### config.mk
export PLATFORM = sky130hd
export DESIGN_NAME = tcq_timer
export DESIGN_NICKNAME = d
export VERILOG_FILES = /design/src/rtl/tcq_pkg.sv /design/src/rtl/tcq_timer.sv /design/src/rtl/tcq_capture_regs.sv
export SDC_FILE = /design/constraint.sdc
export NUM_CORES = 1
export LEC_CHECK = 0
export ABC_AREA = 1
export BUFFER_PORTS_ARGS = -buffer_cell sky130_fd_sc_hd__buf_4
export CAP_MARGIN = 20
export CORE_AREA = 2 2 111 113
export DETAILED_ROUTE_END_ITERATION = 10
export DIE_AREA = 0 0 113 115
export GPL_TIMING_DRIVEN = 0
export PLACE_DENSITY_LB_ADDON = 0.25
export REMOVE_ABC_BUFFERS = 1
export SYNTH_ARGS = -nofsm -noshare
export SYNTH_HDL_FRONTEND = slang
export SYNTH_SLANG_ARGS = --single-unit
### constraint.sdc
create_clock -name clk -period 4.2 [get_ports clk]
set_input_delay 0.84 -clock clk [delete_from_list [all_inputs] [get_ports clk]]
set_output_delay 0.84 -clock clk [all_outputs]
set_load 0.005 [all_outputs]
### src/rtl/tcq_pkg.sv
// Constants and helpers shared by the capture and two-phase timer channel
// Summary of operation
// RULE1 - Mode 11: companion edges capture both registers
// RULE2 - First input pin selectable as count clock
// RULE3 - Pulse width: second pin rise/fall capture
// RULE4 - Capture interrupt on every second-register latch
// RULE5 - Time difference: first pin rise captures first
// RULE6 - Time difference: second pin rise captures second
// RULE7 - Software extends measurements beyond counter wrap
// RULE8 - Two-phase mode counts one per transition
// RULE9 - Quadruple resolution: count on every state change
// RULE10 - Software sets sampling clock select bit five
// RULE11 - Two-phase enable loads counter with mid-scale
// RULE12 - Wrap to zero or ones, keep counting
// RULE13 - Two-phase interrupt on every count
// RULE14 - Status bits: overflow, underflow, count event
// RULE15 - Reading status clears all its flags (the code clears only the flags the read returned)
// RULE16 - Software reads counter inside interrupt handler
// RULE17 - Source holds count input high around transitions
// RULE18 - Event mode: count first pin rising edges
// RULE19 - Software sets prescaler run for event counting
// RULE20 - Synchronise phase inputs; input order sets direction
package tcq_pkg;
    // Register byte addresses
    localparam logic [31:0] ADDR_STATUS = 32'hFFFF_F1E4;
    localparam logic [31:0] ADDR_RUN = 32'hFFFF_F2C0;
    localparam logic [31:0] ADDR_MODE = 32'hFFFF_F2C4;
    localparam logic [31:0] ADDR_COUNT = 32'hFFFF_F2C8;
    localparam logic [31:0] ADDR_CAP_FIRST = 32'hFFFF_F2CC;
    localparam logic [31:0] ADDR_CAP_SECOND = 32'hFFFF_F2D0;
    // Run control fields
    localparam int RUN_DBUF = 7;
    localparam int RUN_SCLK = 5;
    localparam int RUN_UDCE = 4;
    localparam int RUN_IDLE = 3;
    localparam int RUN_PRUN = 2;
    localparam int RUN_CRUN = 0;
    localparam logic [7:0] RUN_WMASK = 8'hBD;
    localparam logic [7:0] RUN_RESET = 8'h00;
    // Status fields
    localparam int ST_OVF = 2;
    localparam int ST_UDF = 3;
    localparam int ST_UD = 4;
    localparam logic [7:0] ST_RESET = 8'h00;
    // Mode register fields
    localparam int MODE_CLK_LSB = 0;
    localparam int MODE_CPM_LSB = 2;
    localparam int MODE_SWCAP = 4;
    localparam logic [7:0] MODE_WMASK = 8'h0F;
    localparam logic [7:0] MODE_RESET = 8'h00;
    // Count clock sources
    localparam logic [1:0] CLK_EXT = 2'h0;
    localparam logic [1:0] CLK_TAP1 = 2'h1;
    localparam logic [1:0] CLK_TAP2 = 2'h2;
    // Capture mode field encodings
    localparam logic [1:0] CPM_DIFF = 2'h1;
    localparam logic [1:0] CPM_PULSE = 2'h2;
    localparam logic [1:0] CPM_FF = 2'h3;
    // Counter values
    localparam logic [15:0] CNT_ZERO = 16'h0000;
    localparam logic [15:0] CNT_MID = 16'h7FFF;
    localparam logic [15:0] CNT_FULL = 16'hFFFF;
    localparam logic [15:0] CNT_ONE = 16'h0001;
    // Prescaler tap masks: a tap fires when all masked bits are ones
    localparam logic [7:0] TAP1_MASK = 8'h01;
    localparam logic [7:0] TAP2_MASK = 8'h0F;
    localparam logic [7:0] TAP3_MASK = 8'h3F;
    localparam logic [7:0] TAPQ_MASK = 8'h03;

    // Direction of one phase state change, {a,b} order: {up, down}
    function automatic logic [1:0] tcq_quad_dir(input logic [1:0] prev,
                                                input logic [1:0] cur);
        logic [1:0] dir;
        dir = 2'h0;
        case ({prev, cur})
            4'h2, 4'hB, 4'hD, 4'h4: dir = 2'h2;
            4'h8, 4'hE, 4'h7, 4'h1: dir = 2'h1;
            default: dir = 2'h0;
        endcase
        return dir;
    endfunction

    // Tap decode on the prescaler count
    function automatic logic tcq_tap(input logic [7:0] cnt,
                                     input logic [7:0] mask);
        return (cnt & mask) == mask;
    endfunction
endpackage

### src/rtl/tcq_timer.sv
// Capture and two-phase counting timer channel with an APB slave
//
// The APB register port was decided locally.
module tcq_timer
    import tcq_pkg::*;
#(
    parameter int PRESC_W = 8
)
(
    input wire logic clk,
    input wire logic rst_b,
    input wire logic psel,
    input wire logic penable,
    input wire logic pwrite,
    input wire logic [31:0] paddr,
    input wire logic [31:0] pwdata,
    output logic [31:0] prdata,
    output logic pready,
    output logic pslverr,
    input wire logic ext_input_a,
    input wire logic ext_input_b,
    input wire logic companion_flipflop,
    input wire logic phase_in_a,
    input wire logic phase_in_b,
    output logic capture_irq,
    output logic updown_irq
);
    // Register map, all full 32-bit byte addresses: status (read
    // clears), run control, mode, counter and the two capture words;
    // the last three are read-only.
    // Software-visible state
    logic [7:0] run_ctrl; // Run control register
    logic [7:0] mode; // Clock source and capture mode
    logic [7:0] status; // Sticky two-phase flags
    logic [7:0] next_run_ctrl;
    logic [7:0] next_mode;
    logic [7:0] next_status;
    // Bus answer state
    logic [31:0] rd_hold; // Read data taken in the setup cycle
    logic [31:0] next_rd_hold;
    logic cap_rd; // Access reads a capture word
    logic next_cap_rd;
    logic err_hold; // Access targets an unmapped address
    logic next_err_hold;
    logic [7:0] st_snap; // Status bits shown to the pending read
    logic [7:0] next_st_snap;
    // Counting state
    logic [PRESC_W-1:0] presc; // Prescaler divider
    logic [PRESC_W-1:0] next_presc;
    logic [15:0] count; // Main counter
    logic [15:0] next_count;
    logic udce_q; // Two-phase enable, one cycle late
    // Input history
    // Previous samples for edge detection on the pins
    logic ina_q;
    logic inb_q;
    logic cff_q;
    logic [1:0] ph_s1; // First sync stage, read only by ph_s2
    logic [1:0] ph_s2;
    logic [1:0] ph_prev;
    logic [1:0] next_ph_s1;
    logic [1:0] next_ph_s2;
    logic [1:0] next_ph_prev;
    // Interrupt pulses
    // Both interrupts are registered one-cycle pulses
    logic next_capture_irq;
    logic next_updown_irq;
    // Decoded strobes
    logic setup_rd;
    logic acc_wr;
    logic acc_rd;
    logic prun;
    logic crun;
    logic udce;
    logic samp_tick;
    logic cnt_tick;
    logic [1:0] qdir;
    logic ev_up;
    logic ev_dn;
    logic cap_first;
    logic cap_second;
    logic [15:0] cap_word;
    logic [7:0] presc8;

    // APB phase decode; pready never drops, so every transfer has one
    // access cycle and every write lands at the first access edge
    assign setup_rd = psel && !penable;
    assign acc_wr = psel && penable && pwrite;
    assign acc_rd = psel && penable && !pwrite;
    assign prun = run_ctrl[RUN_PRUN];
    assign crun = run_ctrl[RUN_CRUN];
    assign udce = run_ctrl[RUN_UDCE];
    // Zero-wait slave: data is prepared in the setup cycle
    assign pready = 1'b1;
    // Capture words carry 16 bits; the upper half reads zero
    assign prdata = cap_rd ? {16'h0000, cap_word} : rd_hold;
    assign pslverr = psel && penable && err_hold;
    assign presc8 = 8'(presc);

    // Register writes and read-to-clear status
    always_comb
    begin
        next_run_ctrl = run_ctrl;
        next_mode = mode;
        // Writes land only on the access edge
        if (acc_wr && paddr == ADDR_RUN)
            next_run_ctrl = pwdata[7:0] & RUN_WMASK;
        if (acc_wr && paddr == ADDR_MODE)
            next_mode = pwdata[7:0] & MODE_WMASK;
        next_status = status;
        // Clear only what the reader saw, so a fresh event survives
        if (acc_rd && paddr == ADDR_STATUS)
            next_status = status & ~st_snap; // RULE15
        // Events are applied after the clear, so a count that lands on
        // the read's access edge is never lost
        if (ev_up && count == CNT_FULL)
            next_status[ST_OVF] = 1'b1; // RULE14
        if (ev_dn && count == CNT_ZERO)
            next_status[ST_UDF] = 1'b1; // RULE14
        if (ev_up || ev_dn)
            next_status[ST_UD] = 1'b1; // RULE14
    end

    // Read data, decode and error taken at the setup cycle
    // Outside the setup cycle every answer flop loads zero, so prdata
    // stands for the single access cycle and is zero while idle
    always_comb
    begin
        next_rd_hold = 32'h0000_0000;
        next_cap_rd = 1'b0;
        next_err_hold = 1'b0;
        next_st_snap = 8'h00;
        if (setup_rd)
        begin
            case (paddr)
                ADDR_STATUS:
                begin
                    next_rd_hold = {24'h000000, status}; // RULE14
                    next_st_snap = pwrite ? 8'h00 : status;
                end
                ADDR_RUN: next_rd_hold = {24'h000000, run_ctrl};
                ADDR_MODE: next_rd_hold = {24'h000000, mode};
                ADDR_COUNT: next_rd_hold = {16'h0000, count};
                ADDR_CAP_FIRST, ADDR_CAP_SECOND: next_cap_rd = 1'b1;
                // Unmapped: error in the access cycle, data stays zero
                default: next_err_hold = 1'b1;
            endcase
        end
    end

    // Clock selection and phase sampling
    // The /2, /16 and /64 count clocks and the /4 sampling strobe all
    // come from one divider, which clears whenever prescale_run is
    // low, so a restart always begins a fresh period
    always_comb
    begin
        next_presc = prun ? presc + PRESC_W'(1) : '0;
        // Quarter-rate tap when selected, otherwise every clock
        samp_tick = run_ctrl[RUN_SCLK] ?
            (prun && tcq_tap(presc8, TAPQ_MASK)) : 1'b1;
        // Count clock source by the mode field
        case (mode[MODE_CLK_LSB +: 2])
            CLK_EXT: cnt_tick = ext_input_a && !ina_q; // RULE2 RULE18
            CLK_TAP1: cnt_tick = prun && tcq_tap(presc8, TAP1_MASK);
            CLK_TAP2: cnt_tick = prun && tcq_tap(presc8, TAP2_MASK);
            default: cnt_tick = prun && tcq_tap(presc8, TAP3_MASK);
        endcase
        // Stages hold between sample ticks; two stages guard against a
        // pin moving right at the sampling edge, at a cost of two
        // ticks of latency
        next_ph_s1 = ph_s1;
        next_ph_s2 = ph_s2;
        next_ph_prev = ph_prev;
        if (samp_tick)
        begin
            next_ph_s1 = {phase_in_a, phase_in_b}; // RULE20
            next_ph_s2 = ph_s1; // RULE20
            next_ph_prev = ph_s2;
        end
        // Decode once per sample, on the synchronised pair
        qdir = samp_tick ? tcq_quad_dir(ph_prev, ph_s2) : 2'h0; // RULE9
        ev_up = crun && udce && udce_q && qdir[1];
        ev_dn = crun && udce && udce_q && qdir[0];
    end

    // Counter: free-running, event or up/down
    // Stopping clears the counter, to mid-scale in two-phase mode, so a
    // restart begins at the centre value
    always_comb
    begin
        next_count = count;
        if (!crun)
            next_count = udce ? CNT_MID : CNT_ZERO;
        // Counts are refused in the cycle that loads mid-scale
        else if (udce && !udce_q)
            next_count = CNT_MID; // RULE11
        else if (udce)
        begin
            // Plain 16-bit add and subtract give both wraps
            if (ev_up)
                next_count = count + CNT_ONE; // RULE8 RULE12
            else if (ev_dn)
                next_count = count - CNT_ONE; // RULE8 RULE12
        end
        // Free-running or event count otherwise
        else if (cnt_tick)
            next_count = count + CNT_ONE; // RULE18
    end

    // Capture triggers by capture mode
    // An edge is a change against the previous clock's sample, so a pin
    // must hold each level for at least one clock to be seen; the word
    // captured is the count as it stood before the edge
    always_comb
    begin
        cap_first = mode[MODE_SWCAP] ||
            (acc_wr && paddr == ADDR_MODE && pwdata[MODE_SWCAP]);
        cap_second = 1'b0;
        case (mode[MODE_CPM_LSB +: 2])
            // Time difference: first pin rise, then second pin rise
            CPM_DIFF:
            begin
                cap_first = cap_first || (ext_input_a && !ina_q); // RULE5
                cap_second = ext_input_b && !inb_q; // RULE6
            end
            // Pulse width: both edges of the second pin
            CPM_PULSE:
            begin
                cap_first = cap_first || (ext_input_b && !inb_q); // RULE3
                cap_second = !ext_input_b && inb_q; // RULE3
            end
            // Companion flip-flop edges bound a gate time
            CPM_FF:
            begin
                cap_first = cap_first ||
                    (companion_flipflop && !cff_q); // RULE1
                cap_second = !companion_flipflop && cff_q; // RULE1
            end
            default: cap_second = 1'b0;
        endcase
        // Only the second capture interrupts, in every capture mode
        next_capture_irq = cap_second; // RULE4
        next_updown_irq = ev_up || ev_dn; // RULE13
    end

    // Both capture words live in the small register file
    // The write data port sees the counter before this edge's update
    tcq_capture_regs #(
        .W(16)
    ) u_caps (
        .clk(clk),
        .rst_b(rst_b),
        .wr_first(cap_first),
        .wr_second(cap_second),
        .wr_data(count),
        .rd_sel(paddr == ADDR_CAP_SECOND),
        .rd_data(cap_word)
    );

    // State registers
    // One flip-flop bank; every register has a synchronous reset
    always_ff @(posedge clk)
    begin
        if (!rst_b)
        begin
            // The capture words clear in their own module
            run_ctrl <= RUN_RESET;
            mode <= MODE_RESET;
            status <= ST_RESET;
            rd_hold <= 32'h0000_0000;
            cap_rd <= 1'b0;
            err_hold <= 1'b0;
            st_snap <= 8'h00;
            presc <= '0;
            count <= CNT_ZERO;
            udce_q <= 1'b0;
            ina_q <= 1'b0;
            inb_q <= 1'b0;
            cff_q <= 1'b0;
            ph_s1 <= 2'h0;
            ph_s2 <= 2'h0;
            ph_prev <= 2'h0;
            capture_irq <= 1'b0;
            updown_irq <= 1'b0;
        end
        else
        begin
            run_ctrl <= next_run_ctrl;
            // The write mask keeps the software capture bit out of the
            // register, so it acts once and reads back as zero
            mode <= next_mode;
            status <= next_status;
            rd_hold <= next_rd_hold;
            cap_rd <= next_cap_rd;
            err_hold <= next_err_hold;
            st_snap <= next_st_snap;
            presc <= next_presc;
            count <= next_count;
            udce_q <= udce && crun;
            // Edge detectors follow the pins every cycle
            ina_q <= ext_input_a;
            inb_q <= ext_input_b;
            cff_q <= companion_flipflop;
            ph_s1 <= next_ph_s1;
            ph_s2 <= next_ph_s2;
            ph_prev <= next_ph_prev;
            capture_irq <= next_capture_irq;
            updown_irq <= next_updown_irq;
        end
    end
endmodule

### src/rtl/tcq_capture_regs.sv
// Pair of capture words with a registered read port
module tcq_capture_regs
    import tcq_pkg::*;
#(
    parameter int W = 16
)
(
    input wire logic clk,
    input wire logic rst_b,
    input wire logic wr_first,
    input wire logic wr_second,
    input wire logic [W-1:0] wr_data,
    input wire logic rd_sel,
    output logic [W-1:0] rd_data
);
    logic [W-1:0] mem [2]; // Index 0 first capture, 1 second
    logic [W-1:0] next_mem [2];
    logic [W-1:0] next_rd_data;

    // Capture writes; the read sees the word as it stood before the edge
    always_comb
    begin
        next_mem[0] = wr_first ? wr_data : mem[0];
        next_mem[1] = wr_second ? wr_data : mem[1];
        next_rd_data = rd_sel ? mem[1] : mem[0];
    end

    // Capture words reset to zero so reads are defined
    always_ff @(posedge clk)
    begin
        if (!rst_b)
        begin
            mem[0] <= '0;
            mem[1] <= '0;
            rd_data <= '0;
        end
        else
        begin
            mem[0] <= next_mem[0];
            mem[1] <= next_mem[1];
            rd_data <= next_rd_data;
        end
    end
endmodule

# Word level (Yosys, flattened, before mapping)
# Memories as Yosys holds them, arrays and structs flattened. A register that Yosys moved wholly into a read port is not among the register bits.
# Cells that the tools add are included.
[word_totals]
mem_count = 2
in_bits = 74
word_cells = 128
romBits = 32
ff_bits = 112
out_inout_bits = 36
ramBits = 32
[memory_table]
columns = ["memory", "depth", "word_bits", "read_ports", "rd_clocked_by_memory_dff", "write_ports", "line_no", "text"]
rows = [
  ["(no name shown)", 16, 2, 1, 1, 0, "tcq_pkg.sv:75", "case ({prev, cur})"],
  ["u_caps.mem", 2, 16, 2, 0, 2, "tcq_capture_regs.sv:16", "logic [W-1:0] mem [2];"],
]
[classes]
addsub = 3
eq_ne = 17
n_bitwise = 7
reduce_logical = 48
n_mux = 29
[ops]
columns = ["operator", "count"]
rows = [
  ["equality test 32 bit, second input constant", 6],
  ["2-to-1 mux 16 bit", 11],
  ["one-hot mux 16 bit (4 select lines)", 1],
  ["2-to-1 mux 32 bit", 1],
  ["logical AND 1 bit", 25],
  ["adder 16 x 1 -> 16 bit, second input constant", 1],
  ["equality test 16 bit, second input constant", 1],
  ["zero test 16 bit", 1],
  ["subtractor 16 x 1 -> 16 bit, second input constant", 1],
  ["2-to-1 mux 15 bit", 1],
  ["one-hot mux 1 bit (3 select lines)", 3],
  ["adder 8 x 1 -> 8 bit, second input constant", 1],
  ["bitwise AND 8 bit", 1],
  ["equality test 2 bit, second input constant", 4],
  ["zero test 1 bit", 8],
  ["2-to-1 mux 1 bit", 8],
  ["2-to-1 mux 4 bit", 2],
  ["NOT 8 bit", 1],
  ["equality test 6 bit, second input constant", 1],
  ["AND reduction 2 bit", 3],
  ["nonzero test 2 bit", 3],
  ["OR reduction 6 bit", 1],
  ["2-to-1 mux 5 bit", 1],
  ["!= test 5 x 2 -> 1 bit, second input constant", 1],
  ["other kinds (10)", 17],
]

# Longest topological paths before layout
# Gate-level depths: netlist (run 1).
[logic_depth]
depth_word = 10
ltp_mapped = 12
ltp_nobuf = 12

# Modules after synthesis
# From an unflattened synthesis (run 1), not the netlist that was laid out.
[unflattened]
cells_unflattened = 998
area_unflattened_um2 = 6595.1
[modules_own_cells]
columns = ["mod", "seq_area_each_um2", "area_each_um2", "cells_per_inst", "instances"]
rows = [
  ["tcq_timer", 1601.5, 4708.3, 712, 1],
  ["tcq_capture_regs", 960.9, 1886.8, 286, 1],
]

# Worst setup path before layout (run 1)
# OpenSTA, ideal clock, no wires.
[synth_timing]
kind = "in2reg"
startpoint = "input rst_b"
endpoint = "register with a tool-made name"
n_path_buf = 1
stages = 5
t_required_ns = 4.085
t_arrival_ns = 1.884
setup_slack_ns = 2.201
cell_sequence = "clkbuf_1 inv_1 or3_1 xor2_1 and2_1"
[synth_lines]
columns = ["element", "line_no", "text"]
rows = [
  ["start, declared", "tcq_timer.sv:11", "input wire logic rst_b,"],
]

==> run metrics, run 1 <==
status finished with violations; failing checks DRC; synth warn 0; # rows 40; synthesized area per cell 7.178 µm²; Area growth syn-to-layout 17.09%; Final period util 0.7090; CTS tree built; fillers 1096; Achievable Freq 335.8 MHz; Cell Chain, Critical Path buf_4, inv_1, a31oi_1, o21ai_0, nor2_1; Post-synth ARST share 0; CP Data Required Time 4550 ps; Post-Synth Simple-Gate Area 0.3178; Final nets 994; Antenna Cells 0; Worst Hold Depth 1; Crit Reg-Reg Endpoint count[12]; crit path capture type flip-flop; Distinct cells, synth 43; endpoints failing setup 0; Critical-path top delay cell a31oi_1; min Tclk post-route 2978 ps; IO Count 110; vias per cell 5.263; CTS Buffer Depth 2; H-tree depth 4; synth cell count leaders 163 x nor2_1, 153 x nand2_1, 128 x dfxtp_1; post-synth top area cell dfxtp_1; hold violation count in the final report 0; pre-CTS setup slack 873.5 ps; initial antenna violation count 0; Yosys top cell area share 0.4122; setup TNS 0 ps; Die ar. roughly 13000 µm²; reg-to-reg setup timing slack 1900 ps; effective utilization at floorplan 0.5263; Hold WS roughly 400 ps; Routed WL per cell about 14 µm; Hold Path Class flip-flop to flip-flop; gr usage total 0.2436; Chip Height 115 µm; reg2reg start presc[0]; top cells by area, synth dfxtp_1 41%, nor2_1 9.8%, nand2_1 9.2%; Rel. slew slack 0.3144; post-DP HPWL 10090 µm; Worst Hold Path EP status[1]; Pwr Density a little under 400 nW/µm²; GP Congestion 0.9021; Worst Setup Start Kind input pin; # port buffers 67; core box area 11810 µm²; max-cap viol count 0; WL final 15230 µm; final-report max-slew violation count 0; Post-CTS Setup Bufs 0; clk sink count 128; register bit count reported by yosys 128; post-synthesis sequential area ratio 0.4122; # hold bufs at CTS 0; mux cell area share after synthesis 0.02899; Mapped Cells 866; DRT Pass-1 Iters 8; RSZ-0062 raised after global routing no; vias in the first global route 5311; Starting DRT DRC Count 436; largest family of logic cells by synthesized area simple AND/OR/NAND/NOR gates; Post-route DRC 3; Max stage delay on crit path 900 ps; global route overflow 0; via count ~5600; insertion delay to the later sink of the worst-skew pair between 400 and 500 ps; count leader, synth nor2_1; leakage 3.116 nW; Worst IR Drop VDD 0.0002418 V; path depth of the worst reg2reg path 8; Synth Flop Type dfxtp_1; clock root buffer clkbuf_16; adder-cell share of the synthesized area 0.01208; CTS buffer count 17; largest net degree at the start of global routing 65; Synth Area in XOR/XNOR 0.01550; first-pass GRT wire length 25230 µm; Antenna Nets Post-Route 0; Final Skew 12.16 ps; hold_sp st_snap[1]; clock slew at reported path FFs 50 ps; Synth Area in Compound Gates 0.1123; Post-Syn Area 6216 µm²; Worst Path Arrival 3330 ps; Post-CTS Resized 0; crit path max fanout 64; Post-synth EDFFs 0; die width 113 µm; worst-margin pin slew 1027 ps; proportion of layout cells with a drive suffix above 1 0.1578; Setup CP Type input pin to flip-flop; Final WS setup 1222 ps
==> cells by family after synthesis <==
family | after synthesis
compound gates | 128
xor+xnor | 11
fa+ha+maj | 6
buf+inv | 134
flops | 128
mux | 16
other cells | 2
simple gates | 441
==> worst max-delay path, delay by kind of cell <==
kind | cells | cell delay (ps)
AOI/OAI and AO/OA | 2 | 1170
buffers and inverters | 2 | 1090
and+or+nand+nor | 1 | 190
==> stage by stage <==
| step | cell area [µm²] | util | cells | power (mW) |
|---|---|---|---|---|
| floorplan | 5948 | - | 826 | 1.285 |
| global placement | 6635 | 0.5618 | 1040 | 1.337 |
| CTS | 7278 | 0.6162 | 1072 | 2.849 |
| detailed placement | 6661 | 0.5640 | 1042 | 1.338 |
| global route | 7278 | 0.6162 | 1072 | 2.914 |
| finish | 7278 | 0.6162 | 1072 | 2.838 |
==> how the worst max path moves through the flow <==
stage,startpoint,to,depth (start not counted)
global route,rst_b,count[12],5
global placement,rst_b,count[2],5
finish,rst_b,count[12],5
CTS,rst_b,count[12],5
detailed placement,rst_b,count[12],5
floorplan,paddr[17],u_caps.mem[0][0],9
==> flip-flops by register name, indices dropped and copies added, names as in the netlist, 2 cells and up, named ones only <==
signal,flops
presc,6
st_snap,8
rd_hold,16
u_caps.rd_data,16
count,16
ph_s1,2
u_caps.mem,32
ph_s2,2
status,8
ph_prev,2
run_ctrl,6
mode,4
==> placed cells by master, fill, tap and decap left out, types with 4 or more instances in the layout <==
cell       count
mux2_2        16
o21ai_0       58
nor2_1       163
clkbuf_16     17
inv_1         73
nand4_1       16
conb_1        17
nand3_1       40
nand3_2        5
a21oi_1       41
a31oi_1       18
buf_4         67
o21ai_1        4
nand2_2        6
dfxtp_1      128
nor3_1        38
xor2_1         8
nor2_4         7
inv_2          4
ha_1           6
clkbuf_8       6
nand2_1      153
==> report_power, final <==
part | total (mW) | switching [mW] | internal (mW) | leakage [nW]
sequential | 1.22 | 0.00224 | 1.22 | 1.03
combinational | 0.0894 | 0.0490 | 0.0403 | 1.78
clock | 1.53 | 0.504 | 1.02 | 0.299
total | 2.84 | 0.555 | 2.28 | 3.12
==> final cells by class <==
class / instances / area, µm² / area share
tap: 147 / 183.9 / 0.02527
clock inverter: 4 / 97.59 / 0.01341
sequential: 128 / 2562 / 0.3521
timing repair buffer: 69 / 529.3 / 0.07272
inverter: 79 / 296.5 / 0.04074
multi-input combinational: 619 / 3089 / 0.4244
clock buffer: 26 / 519.2 / 0.07134
==> metal layers <==
metal,wire length [µm],global-route usage,up-vias
met5,0,0,-
li1,-,-,2876
met2,7308,0.4100,177
met4,290,0.09675,0
met1,6778,0.3099,2563
met3,849,0.04744,26
No activity file was read; power rests on OpenSTA's default activity.
==> inputs of run 2 (changes only) <==
- CORE_AREA: 2 2 111 113 -> 2 2 114 116
- DIE_AREA: 0 0 113 115 -> 0 0 116 118
- clock period: 4.2 -> 2.4 ns (I/O delays scaled with it)
==> run metrics, run 2 (same netlist as run 1, synthesis figures left out) <==
status complete, no violations; max-cap viol count 0; Area growth syn-to-layout 18.78%; DRT Pass-1 Iters 5; final-report max-slew violation count 0; H-tree depth 4; setup TNS 0 ps; IO Count 110; Rel. slew slack 0.2908; delay-heaviest family, CP simple AND/OR/NAND/NOR gates; Final nets 998; # port buffers 67; largest net degree at the start of global routing 65; pre-CTS setup slack -573.7 ps; Worst Setup Start Kind input pin; commonest non-fill, non-tap cells in the layout 163 x nor2_1, 153 x nand2_1, 128 x dfxtp_1; core box area 12410 µm²; Chip Height about 120 µm; vias per cell 5.024; Final Cell Area between 7000 and 8000 µm²; Max stage delay on crit path 710 ps; die width 116 µm; Final WS setup 131.6 ps; Worst Path Arrival 2590 ps; placed cell count 1067; # rows 41; CTS tree built; Non-Filler Instances 1103; CTS Buffer Depth 2; hold violation count in the final report 0; Worst IR Drop VDD 0.0005009 V; Hold WS around 250 ps; Setup CP Type input pin to flip-flop; vias in the first global route between 5000 and 6000; endpoints failing setup 0; post-DP HPWL roughly 9800 µm; Final period util 0.9452; # hold bufs at CTS 0; insertion delay to the later sink of the worst-skew pair 420 ps; final core area utilization 0.5947; leading cell type in the layout, fill and taps excluded nor2_1; RSZ-0062 raised after global routing no; GP Congestion 0.9074; clock root buffer clkbuf_16; proportion of layout cells with a drive suffix above 1 0.1654; crit path max fanout 34; via count roughly 5500; Starting DRT DRC Count ~390; Pwr Density 686.8 nW/µm²; WL final 14530 µm; CTS buffer count 17; first-pass GRT wire length 24290 µm; initial antenna violation count 0; Hold Path Class input pin to flip-flop; Buffers & Inverters on Critical Path 1; Die ar. ~14000 µm²; leakage approximately 3.1 nW; effective utilization at floorplan 0.5007; crit path capture type flip-flop; Achievable Freq 440.8 MHz; Final Power 5.071 mW; worst-margin pin slew 1063 ps; Antenna Nets Post-Route 0; CP Data Required Time between 2000 and 3000 ps; Routed WL per cell 13.17 µm; global route overflow 0; Antenna Cells 0; Largest Register u_caps.mem; gr usage total 0.2248; Post-DP Area 6696 µm²; Cell Chain, Critical Path buf_4, nand2_1, nor2_1, nand2_1, nor2_4, nand4_4, nand4_1, nand2_2, nor2_1; Largest register FFs 32; clk sink count 128; Final Skew a little over 9 ps; Post-route DRC 0; clock slew at reported path FFs 50 ps; min Tclk post-route 2268 ps; Critical-path top delay cell nor2_4
-- run 2: layout make-up --
class | count | area (µm²)
well taps | 172 | 215.2
multi-input cells | 619 | 3104
inverters | 79 | 296.5
clock buffers | 23 | 488.0
flip-flops and latches | 128 | 2562
clock inverters | 9 | 153.9
fillers | 1180 | 5031
repair buffers | 73 | 563.0
-- run 2: path summary, 6_finish.rpt --
check	startpoint	end	slack (ps)	depth (start not counted)
worst max-delay path	paddr[17]	rd_hold[2]	130	9
worst min-delay path	ext_input_b	inb_q	250	3
worst max register to register	presc[0]	count[10]	240	11
worst min register to register	st_snap[6]	status[6]	400	1
-- run 2: where the power goes --
group          switching (mW)  internal [mW]
registers             0.00393           2.14
logic                  0.0858         0.0706
clock network           0.930           1.85
total                    1.02           4.05
-- run 2: routing by layer --
| metal | up-vias | GRT usage | routed length [µm] |
|---|---|---|---|
| met5 | - | 0 | 0 |
| li1 | 2883 | - | - |
| met4 | 0 | 0.08557 | 214 |
| met3 | 17 | 0.05922 | 902 |
| met2 | 160 | 0.3531 | 6577 |
| met1 | 2482 | 0.2944 | 6838 |
-- run 2: worst min-delay path, stage by stage --
cell	delay (ps)
buf_4	80
nand2_1	40
inv_1	40
-- run 2: timing repair --
action / CTS / global route
buffers inserted: 0 / 4
resized for setup: 1 / 1
endpoints found under the setup margin: 11 / 10
==> inputs of run 3 (changes only) <==
--- a/config.mk
+++ b/config.mk
@@ -8,7 +8,7 @@
 export ABC_AREA = 1
-export BUFFER_PORTS_ARGS = -buffer_cell sky130_fd_sc_hd__buf_4
 export CAP_MARGIN = 20
-export CORE_AREA = 2 2 114 116
+export CORE_AREA = 2 2 111 113
 export DETAILED_ROUTE_END_ITERATION = 10
-export DIE_AREA = 0 0 116 118
+export DIE_AREA = 0 0 113 115
+export DONT_BUFFER_PORTS = 1
 export GPL_TIMING_DRIVEN = 0
--- a/constraint.sdc
+++ b/constraint.sdc
@@ -3,2 +3,2 @@
 set_output_delay 0.48 -clock clk [all_outputs]
-set_load 0.005 [all_outputs]
+set_load 0.05 [all_outputs]
==> run metrics, run 3 (same netlist as run 1, synthesis figures left out) <==
status finished with violations; failing checks DRC; core box area 11810 µm²; leakage 2.793 nW; delay-heaviest family, CP flip-flops; CTS buffer count 17; Max stage delay on crit path 860 ps; post-DP HPWL 10380 µm; fillers around 1100; Routed WL per cell 15.19 µm; Hold WS 156.1 ps; H-tree depth 4; Starting DRT DRC Count between 400 and 500; Buffers & Inverters on Critical Path 0; initial antenna violation count 0; Area growth syn-to-layout 9.501%; clk sink count around 130; leading cell type in the layout, fill and taps excluded nor2_1; # rows 40; # port buffers 0; clock root buffer clkbuf_16; Pwr Density approximately 730 nW/µm²; Setup CP Type flip-flop to primary output; Final nets 929; commonest non-fill, non-tap cells in the layout 163 x nor2_1, 153 x nand2_1, 128 x dfxtp_1; Worst Setup Start Kind flip-flop; IO Count 110; Antenna Cells 0; final-report max-slew violation count 0; final core area utilization 0.5763; endpoints failing setup 0; CTS Buffer Depth 2; area of the multi-input gates 3102 µm²; Achievable Freq 430.3 MHz; Seq. cell area 2562 µm²; pre-CTS setup slack -244.7 ps; Die ar. 13000 µm²; Final period util 0.9682; Chip Height around 120 µm; RSZ-0062 raised after global routing no; effective utilization at floorplan 0.5263; Final WS setup 76.28 ps; max-cap viol count 0; worst-margin pin slew slightly above 1000 ps; Cell Chain, Critical Path mux2_2; crit path max fanout 16; hold violation count in the final report 0; Hold Path Class input pin to flip-flop; vias in the first global route 5261; vias per cell 5.430; Critical-path top delay cell dfxtp_1; largest net degree at the start of global routing 65; first-pass GRT wire length 24830 µm; CTS tree built; insertion delay to the later sink of the worst-skew pair between 400 and 500 ps; DRT Pass-1 Iters 8; gr usage total 0.2413; setup TNS 0 ps; Worst Path Arrival 1840 ps; proportion of layout cells with a drive suffix above 1 0.09408; global route overflow 0; Antenna Nets Post-Route 0; via count 5473; Final Skew ~9.2 ps; Largest register FFs 32; crit path capture type primary output; Final Power around 5 mW; GP Congestion 0.8459; min Tclk post-route ~2300 ps; clock slew at reported path FFs 50 ps; Post-route DRC 3; Rel. slew slack 0.3081; Worst IR Drop VDD between 0.0005 and 0.0006 V; die width 113 µm; CP Data Required Time between 1500 and 2000 ps; WL final 15310 µm; Largest Register u_caps.mem
-- run 3: changes by cell type in the layout (fill, tap and decap cells not counted) --
| cell | previous run | this run |
|---|---|---|
| clkinv_2 | 2 | 1 |
| a31oi_4 | 1 | 0 |
| clkinv_4 | 1 | 0 |
| buf_4 | 71 | 1 |
| nor2_2 | 3 | 4 |
| a31oi_2 | 0 | 1 |
| clkbuf_1 | 2 | 5 |
| clkinvlp_4 | 2 | 0 |
-- run 3: what timing repair did --
action | CTS | global route
buffers inserted | 0 | 1
setup endpoints to repair | 0 | 14
resized for setup | 0 | 1
hold buffers | 0 | 0
-- run 3: cell type report --
cell class | count | area share
Clock buffer | 26 | 0.07335
Clock inverter | 5 | 0.01838
Inverter | 79 | 0.04357
Multi-Input combinational cell | 620 | 0.4557
Sequential cell | 128 | 0.3765
Tap cell | 147 | 0.02702
Timing Repair Buffer | 3 | 0.005515
-- run 3: power breakdown --
part | switching, mW | internal (mW) | leakage (nW)
Sequential | 0.00397 | 2.14 | 1.03
Clock | 0.886 | 1.84 | 0.305
Combinational | 0.110 | 0.0225 | 1.46
-- run 3: layer usage --
layer | share of wire | track usage | up-vias
met5 | 0 | 0 | -
met4 | 0.025 | 0.09837 | 0
met3 | 0.058 | 0.06484 | 27
met2 | 0.48 | 0.4228 | 159
met1 | 0.44 | 0.2812 | 2554
li1 | - | - | 2733
-- run 3: metrics by stage --
step	cells	area (µm²)
after global placement	973	6132
final	1008	6807
after global routing	1008	6807
after detailed placement	975	6162
after CTS	1006	6787
after floorplan	826	5948
-- run 3: worst paths after layout --
path               start         to  slack (ps)  depth (start not counted)
max               cap_rd  prdata[3]          80                          1
min          ext_input_a      ina_q         160                          2
max reg2reg      mode[0]  count[11]         210                          9
min reg2reg   st_snap[0]  status[0]         400                          1
